### src/csc_pkg.sv
// Shared constants and types for the cascade serial select block.
// Assumes one system clock domain; all serial pins arrive asynchronously.
package csc_pkg;

    // ************************************************************
    // Byte framing
    // ************************************************************
    localparam int          BYTE_BITS = 8;
    localparam int          BIT_W     = 3;
    localparam logic [2:0]  BIT_FIRST = 3'h0;
    localparam logic [2:0]  BIT_LAST  = 3'h7;
    localparam int          LEN_W     = 8;

    // ************************************************************
    // Reset values
    // ************************************************************
    localparam logic        PIN_IDLE_HI = 1'h1;
    localparam logic        SCLK_IDLE   = 1'h0;
    localparam logic [7:0]  BYTE_RST    = 8'h00;

    // ************************************************************
    // Types
    // ************************************************************
    typedef enum logic [1:0] {
        CSC_IDLE = 2'b00,
        CSC_WAIT = 2'b01,
        CSC_XFER = 2'b10,
        CSC_DONE = 2'b11
    } csc_state_t;

    typedef struct packed {
        logic sclk;
        logic cs_b;
        logic din;
        logic chain_enable_in;
    } csc_pins_t;

    typedef struct packed {
        logic dout;
        logic dout_oe_b;
        logic chain_pass_out;
    } csc_drive_t;

endpackage

### src/csc_sync3.sv
// Three-stage synchroniser with a two-stage agreement filter and edge pulses.
// Assumes the input is asynchronous to sys_clk and rst_b is synchronous.
`timescale 1ns/1ns
`default_nettype none
module csc_sync3 #(
    parameter logic RST_VAL = 1'h1
) (
    input  wire logic sys_clk,   // System clock.
    input  wire logic rst_b,     // Synchronous reset, active low.
    input  wire logic pin_in,    // Asynchronous pin.
    output logic      level,     // Filtered level.
    output logic      rose,      // One-cycle pulse on a filtered rise.
    output logic      fell       // One-cycle pulse on a filtered fall.
);

    logic s1_q, s2_q, s3_q, lvl_q;
    logic s1_d, s2_d, s3_d, lvl_d;

    always_comb begin
        s1_d  = pin_in;
        s2_d  = s1_q;
        s3_d  = s2_q;
        // The first stage is never looked at; only stages two and three vote.
        lvl_d = (s2_q == s3_q) ? s3_q : lvl_q;
    end

    always_ff @(posedge sys_clk) begin
        if (!rst_b) begin
            s1_q  <= RST_VAL;
            s2_q  <= RST_VAL;
            s3_q  <= RST_VAL;
            lvl_q <= RST_VAL;
        end else begin
            s1_q  <= s1_d;
            s2_q  <= s2_d;
            s3_q  <= s3_d;
            lvl_q <= lvl_d;
        end
    end

    assign level = lvl_q;
    assign rose  = lvl_d & ~lvl_q;
    assign fell  = ~lvl_d & lvl_q;

endmodule // csc_sync3
`default_nettype wire

### src/csc_select.sv
// Chip-select and daisy-chain handoff for a cascadable serial port.
// Assumes a command decoder on sys_clk supplies transmit bytes and the length.
`timescale 1ns/1ns
`default_nettype none
// Notes on behaviour
// - Chain enable low with select low in the last cycle of a byte starts this device on the next byte.
// - After the requested bytes the output floats and input bits are ignored until a new select.
// - The chain enable input is sampled on each serial clock rise while selected.
// - The pass output goes low in the last cycle of the last byte so the next device follows on.
// - The pass output falls only after a serial clock rise; it returns high when deselected.
// - A select fall with chain enable low opens input and output at once.
// - With select high no bits are taken and the output floats.
// - Input bits are taken on clock falls and output bits launched on clock rises.
// - A chain enable fall while waiting to join turns the output driver on.
module csc_select #(
    parameter int LEN_W = csc_pkg::LEN_W
) (
    input  wire logic                sys_clk,     // System clock, 100 MHz.
    input  wire logic                rst_b,       // Synchronous reset, active low.
    input  wire csc_pkg::csc_pins_t  pins,        // Serial pins from the host and chain.
    output csc_pkg::csc_drive_t      drive,       // Serial pins toward host and chain.
    input  wire logic [7:0]          tx_data,     // Next byte to send.
    input  wire logic [LEN_W-1:0]    xfer_len,    // Bytes in this transfer, command included.
    output logic                     tx_req,      // Pulse: present the next byte.
    output logic [7:0]               rx_data,     // Last byte received.
    output logic                     rx_valid,    // Pulse: rx_data is new.
    output logic                     active       // Level: transfer in progress.
);

    // ************************************************************
    // Pin synchronisers
    // ************************************************************
    logic sclk_lvl, sclk_rise, sclk_fall;
    logic cs_lvl, cs_fell, cs_rose, desel;
    logic din_lvl;
    logic chain_lvl, chain_fell;

    csc_sync3 #(.RST_VAL(csc_pkg::SCLK_IDLE)) u_sclk (
        .sys_clk (sys_clk), .rst_b (rst_b), .pin_in (pins.sclk),
        .level (sclk_lvl), .rose (sclk_rise), .fell (sclk_fall));
    csc_sync3 #(.RST_VAL(csc_pkg::PIN_IDLE_HI)) u_cs (
        .sys_clk (sys_clk), .rst_b (rst_b), .pin_in (pins.cs_b),
        .level (cs_lvl), .rose (cs_rose), .fell (cs_fell));
    csc_sync3 #(.RST_VAL(csc_pkg::PIN_IDLE_HI)) u_din (
        .sys_clk (sys_clk), .rst_b (rst_b), .pin_in (pins.din),
        .level (din_lvl), .rose (), .fell ());
    csc_sync3 #(.RST_VAL(csc_pkg::PIN_IDLE_HI)) u_chain (
        .sys_clk (sys_clk), .rst_b (rst_b), .pin_in (pins.chain_enable_in),
        .level (chain_lvl), .rose (), .fell (chain_fell));

    // Select level as it stands after this edge. The registered level lags the edge pulses by one cycle.
    // Testing it alone would send the select-fall cycle down the deselected branch, and no transfer would start.
    assign desel = (cs_lvl & ~cs_fell) | cs_rose;

    // ************************************************************
    // Transfer state
    // ************************************************************
    csc_pkg::csc_state_t state_q, state_d;
    logic [2:0]       bit_q, bit_d;
    logic [LEN_W-1:0] byte_q, byte_d;
    logic [7:0]       tx_sh_q, tx_sh_d, rx_sh_q, rx_sh_d, rx_q, rx_d;
    logic             chain_smp_q, chain_smp_d;
    logic             dout_q, dout_d, oe_b_q, oe_b_d, pass_q, pass_d;
    logic             txr_q, txr_d, rxv_q, rxv_d;
    logic             last_byte;

    assign last_byte = ((byte_q + {{(LEN_W-1){1'b0}}, 1'b1}) >= xfer_len);

    always_comb begin
        state_d     = state_q;
        bit_d       = bit_q;
        byte_d      = byte_q;
        tx_sh_d     = tx_sh_q;
        rx_sh_d     = rx_sh_q;
        rx_d        = rx_q;
        chain_smp_d = chain_smp_q;
        dout_d      = dout_q;
        oe_b_d      = oe_b_q;
        pass_d      = pass_q;
        txr_d       = 1'b0;
        rxv_d       = 1'b0;
        if (desel) begin
            // Deselected: float, take nothing, rearm the chain.
            state_d = csc_pkg::CSC_IDLE;
            oe_b_d  = 1'b1;
            pass_d  = 1'b1;
            bit_d   = csc_pkg::BIT_FIRST;
            byte_d  = '0;
        end else begin
            if (sclk_rise) begin
                chain_smp_d = chain_lvl;
                if (state_q == csc_pkg::CSC_XFER) begin
                    // Bit 0 of each byte loads the freshly offered byte.
                    if (bit_q == csc_pkg::BIT_FIRST) begin
                        dout_d  = tx_data[7];
                        tx_sh_d = {tx_data[6:0], 1'b0};
                    end else begin
                        dout_d  = tx_sh_q[7];
                        tx_sh_d = {tx_sh_q[6:0], 1'b0};
                    end
                    if ((bit_q == csc_pkg::BIT_LAST) && last_byte) begin
                        pass_d = 1'b0;
                    end
                end
            end
            if (sclk_fall) begin
                bit_d = bit_q + 3'h1;
                if (state_q == csc_pkg::CSC_XFER) begin
                    rx_sh_d = {rx_sh_q[6:0], din_lvl};
                end
            end
            unique case (state_q)
                csc_pkg::CSC_IDLE: begin
                    if (cs_fell) begin
                        bit_d  = csc_pkg::BIT_FIRST;
                        byte_d = '0;
                        if (!chain_lvl) begin
                            state_d = csc_pkg::CSC_XFER;
                            oe_b_d  = 1'b0;
                            txr_d   = 1'b1;
                        end else begin
                            state_d = csc_pkg::CSC_WAIT;
                        end
                    end
                end
                csc_pkg::CSC_WAIT: begin
                    if (chain_fell) begin
                        oe_b_d = 1'b0;
                    end
                    if (sclk_fall && (bit_q == csc_pkg::BIT_LAST) && !chain_smp_q) begin
                        state_d = csc_pkg::CSC_XFER;
                        oe_b_d  = 1'b0;
                        byte_d  = '0;
                        txr_d   = 1'b1;
                    end
                end
                csc_pkg::CSC_XFER: begin
                    if (sclk_fall && (bit_q == csc_pkg::BIT_LAST)) begin
                        rx_d  = {rx_sh_q[6:0], din_lvl};
                        rxv_d = 1'b1;
                        if (last_byte) begin
                            state_d = csc_pkg::CSC_DONE;
                            oe_b_d  = 1'b1;
                        end else begin
                            byte_d = byte_q + {{(LEN_W-1){1'b0}}, 1'b1};
                            txr_d  = 1'b1;
                        end
                    end
                end
                csc_pkg::CSC_DONE: begin
                    // Input is ignored until the next select fall.
                    oe_b_d = 1'b1;
                end
            endcase
        end
    end

    always_ff @(posedge sys_clk) begin
        if (!rst_b) begin
            state_q     <= csc_pkg::CSC_IDLE;
            bit_q       <= csc_pkg::BIT_FIRST;
            byte_q      <= '0;
            tx_sh_q     <= csc_pkg::BYTE_RST;
            rx_sh_q     <= csc_pkg::BYTE_RST;
            rx_q        <= csc_pkg::BYTE_RST;
            chain_smp_q <= csc_pkg::PIN_IDLE_HI;
            dout_q      <= 1'b0;
            oe_b_q      <= 1'b1;
            pass_q      <= 1'b1;
            txr_q       <= 1'b0;
            rxv_q       <= 1'b0;
        end else begin
            state_q     <= state_d;
            bit_q       <= bit_d;
            byte_q      <= byte_d;
            tx_sh_q     <= tx_sh_d;
            rx_sh_q     <= rx_sh_d;
            rx_q        <= rx_d;
            chain_smp_q <= chain_smp_d;
            dout_q      <= dout_d;
            oe_b_q      <= oe_b_d;
            pass_q      <= pass_d;
            txr_q       <= txr_d;
            rxv_q       <= rxv_d;
        end
    end

    assign drive                = '{dout: dout_q, dout_oe_b: oe_b_q, chain_pass_out: pass_q};
    assign tx_req               = txr_q;
    assign rx_data              = rx_q;
    assign rx_valid             = rxv_q;
    assign active               = (state_q == csc_pkg::CSC_XFER);
endmodule // csc_select
`default_nettype wire

### config.mk
export PLATFORM = sky130hd
export DESIGN_NAME = csc_select
export DESIGN_NICKNAME = d
export VERILOG_FILES = /design/src/csc_pkg.sv /design/src/csc_sync3.sv /design/src/csc_select.sv
export SDC_FILE = /design/constraint.sdc
export NUM_CORES = 1
export LEC_CHECK = 0
export BUFFER_PORTS_ARGS = -buffer_cell sky130_fd_sc_hd__buf_2
export CAP_MARGIN = 10
export CORE_MARGIN = 2
export CORE_UTILIZATION = 51
export DETAILED_ROUTE_END_ITERATION = 10
export PLACE_DENSITY = 0.75
export SYNTH_ARGS = -nofsm -noshare
export SYNTH_HDL_FRONTEND = slang
export SYNTH_SLANG_ARGS = --single-unit
### constraint.sdc
create_clock -name sys_clk -period 2.6 [get_ports sys_clk]
set_input_delay 0.13 -clock sys_clk [delete_from_list [all_inputs] [get_ports sys_clk]]
set_output_delay 0.13 -clock sys_clk [all_outputs]
set_load 0.1 [all_outputs]
==> reports/qor.yml <==
logic_synthesis:
  synth_ff_type: "dfxtp_1"
  synth_seq_area_share_pct: 41.8
  synth_edf_count: 0
  synth_top_area_cell: "dfxtp_1"
  syn_nets: 317
  synthDistinctLibCells: 54
  synthCells: 279
  yosys-top-cells-area: "dfxtp_1, mux2i_1, ha_1, nor2b_1, o211a_1"
  synth_area_mm2: 0.00273
  synthArstFlopShare_pct: 0
  synth.ff_latch_count: 57
  yosys_warnings: 0
  avgSynthCellArea_um2: 9.78
  synth_top_area_share_pct: 41.8
die:
  start_util_pct: 53.1
  core-area_mm2: 0.00514
  num_rows: 26
  die_x_um: 77.1
  die-area_mm2: 0.00595
  die_h_um: 77.1
  ios: 36
worst_setup_path:
  path_cells: "and3_1, nand3_1, nor2_1, xor2_1, ha_1, and2_1, o2111a_2, a21oi_2, o2bb2ai_1, mux2_2"
  crit_arrival_ps: 2670
  worstPathRequired_ps: 2820
  cpMaxStageDelayCell: "dfxtp_1"
  max_stage_delay_ps: 360
  critical_path_class: "register to register"
  cp-end-kind: "register"
  critPathMaxFanout: 5
  start_kind: "register"
routing:
  drtIter0Drc: 77
  dr_total_vias: 2076
  firstDrtPassIters: 4
  vias_per_cell: 5.18
  postRouteAntennaNets: 0
  routedWlPerCell_um: 13.6
  routed_wirelength_mm: 5.45
  drcViolationCount: 0
sta:
  drv_slew: 0
  rsz0062_at_grt: "no"
  relSlewSlack_pct: 42.4
  worst_pin_slew_ps: 863
  finalSetupTns_ps: 0
  finalSetupViolCount: 0
  finalHoldViolations: 0
  fin_crit_ps: 2450
  max_clock_freq_mhz: 408
  fin_crit_sh_pct: 94.4
  skew_ps: 8.46
layout:
  antenna_cells: 0
  final_cell_mix: "dfxtp_1, buf_2, mux2i_1"
  final_common_cell: "dfxtp_1"
  drive_gt1_share_pct: 23.9
  stdcell_count: 401
  fillers: 447
  final_nets: 364
  area_growth_pct: 22.2
global_route:
  grt_pass1_vias: 2004
  grt_max_degree: 46
  overflow: 0
  grt_usage_pct: 19.6
  antenna_found_initial: 0
  grt_pass1_wl_mm: 9.23
job:
  cap_violations: 0
clock_tree:
  clock_sinks: 57
  cts_root_buf: "clkbuf_8"
  clock_path_buffers: 2
  cts_tree: "done"
  htree_levels: 3
  numCtsBuffers: 9
  path_clk_slew_ps: 60
  insertion_delay_ps: 340
hold_path:
  hp-class: "input port to register"
power:
  vdd_drop_max_uv: 433
  power.density_mw_per_mm2: 622
  p_leak_nw: 1.46
placement:
  numPlacedInstances: 380
  hpwl_mm: 3.64
  numPortBuffers: 35
  place.gp.congestion: 0.806
outcome:
  outcome: "complete, no violations"
synth_stat cells, types with 2 or more instances:
cell      instances
dfxtp_1          57
mux2i_1          23
nor2b_1          18
ha_1             16
nand2_1          15
inv_1            12
nand2b_1         12
nor2_1           12
a21oi_1          11
o211a_1           8
o21ai_1           8
and2_1            6
clkbuf_1          6
o21ai_0           6
o21a_1            5
a22o_1            4
and3_1            4
nand3_1           4
xnor2_1           4
a32oi_1           3
buf_2             3
buf_4             3
xor2_1            3
a211o_1           2
a21boi_1          2
nor3b_1           2
o31ai_2           2
or3_1             2
registers in the layout, indices dropped and copies added, names as in the netlist, 2 cells and up:
| signal | cells |
|---|---|
| bit_q | 3 |
| byte_q | 8 |
| rx_data | 8 |
| rx_sh_q | 7 |
| state_q | 2 |
| tx_sh_q | 7 |
final timing paths:
check | from | end | slack, ps | cells past startpoint
min | tx_data[0] | tx_sh_q[1] | 60 | 3
max | byte_q[1] | byte_q[0] | 150 | 10
max reg2reg | byte_q[1] | byte_q[0] | 150 | 10
min reg2reg | u_cs.s1_q | u_cs.s2_q | 420 | 1
kinds of logic (layout without fill, tap and decap cells):
| logic type | count (synthesis) | after routing | synth area share [%] |
|---|---|---|---|
| compound gates | 63 | 63 | 17.0 |
| xor+xnor | 7 | 7 | 2.25 |
| fa+ha+maj | 17 | 17 | 7.75 |
| buf+inv | 26 | 78 | 4.13 |
| flops | 57 | 57 | 41.8 |
| mux | 24 | 24 | 8.85 |
| simple gates | 85 | 85 | 18.2 |
stage by stage:
step | utilization (%) | worst slack, ps | hold slack (ps) | instance area (µm²) | total power [mW]
floorplan | - | 193 | 231 | 2730 | 0.936
global placement | 58.2 | 152 | 319 | 2990 | 0.958
detailed placement | 58.2 | 69.7 | 319 | 2990 | 0.960
CTS | 64.1 | 53.6 | 5.38 | 3300 | 2.08
global route | 64.8 | 8.48 | 60.9 | 3330 | 2.15
finish | 64.8 | 146 | 64.2 | 3330 | 2.07
layer usage:
metal  vias up  track usage, %  share of wire (%)
met5         -               0                  0
met4         0            5.54                1.2
met3         9            8.12                3.9
met2        44            31.4                 48
met1       946            24.2                 47
li1       1077               -                  -
cell type report:
class | instances | area (µm²) | area share (%)
Timing Repair Buffer | 48 | 283 | 8.49
Tap cell | 70 | 87.6 | 2.63
Inverter | 14 | 52.6 | 1.58
Clock buffer | 11 | 151 | 4.54
Sequential cell | 57 | 1140 | 34.3
Clock inverter | 5 | 125 | 3.76
Multi-Input combinational cell | 196 | 1490 | 44.7
power by group:
group / switching, mW / internal [mW] / leakage (nW) / total [mW]
clock: 0.343 / 0.784 / 0.140 / 1.13
sequential: 0.00464 / 0.881 / 0.462 / 0.886
combinational: 0.0283 / 0.0327 / 0.857 / 0.0609
total: 0.375 / 1.70 / 1.46 / 2.07
worst max-delay path, delay by kind of cell, from the launching register on:
family / cells / cell delay [ps]
AO/OA/AOI/OAI: 3 / 570
XOR/XNOR: 1 / 210
adder cells (fa/ha/maj): 1 / 300
flip-flops: 1 / 360
multiplexers: 1 / 300
AND/OR/NAND/NOR: 4 / 600
what timing repair did:
action,CTS,global route
endpoints found under the hold margin,3,1
hold buffers,3,1
buffers inserted,0,1
resized for setup,0,7
endpoints found under the setup margin,0,11
Power figures use the tool's default switching activity.
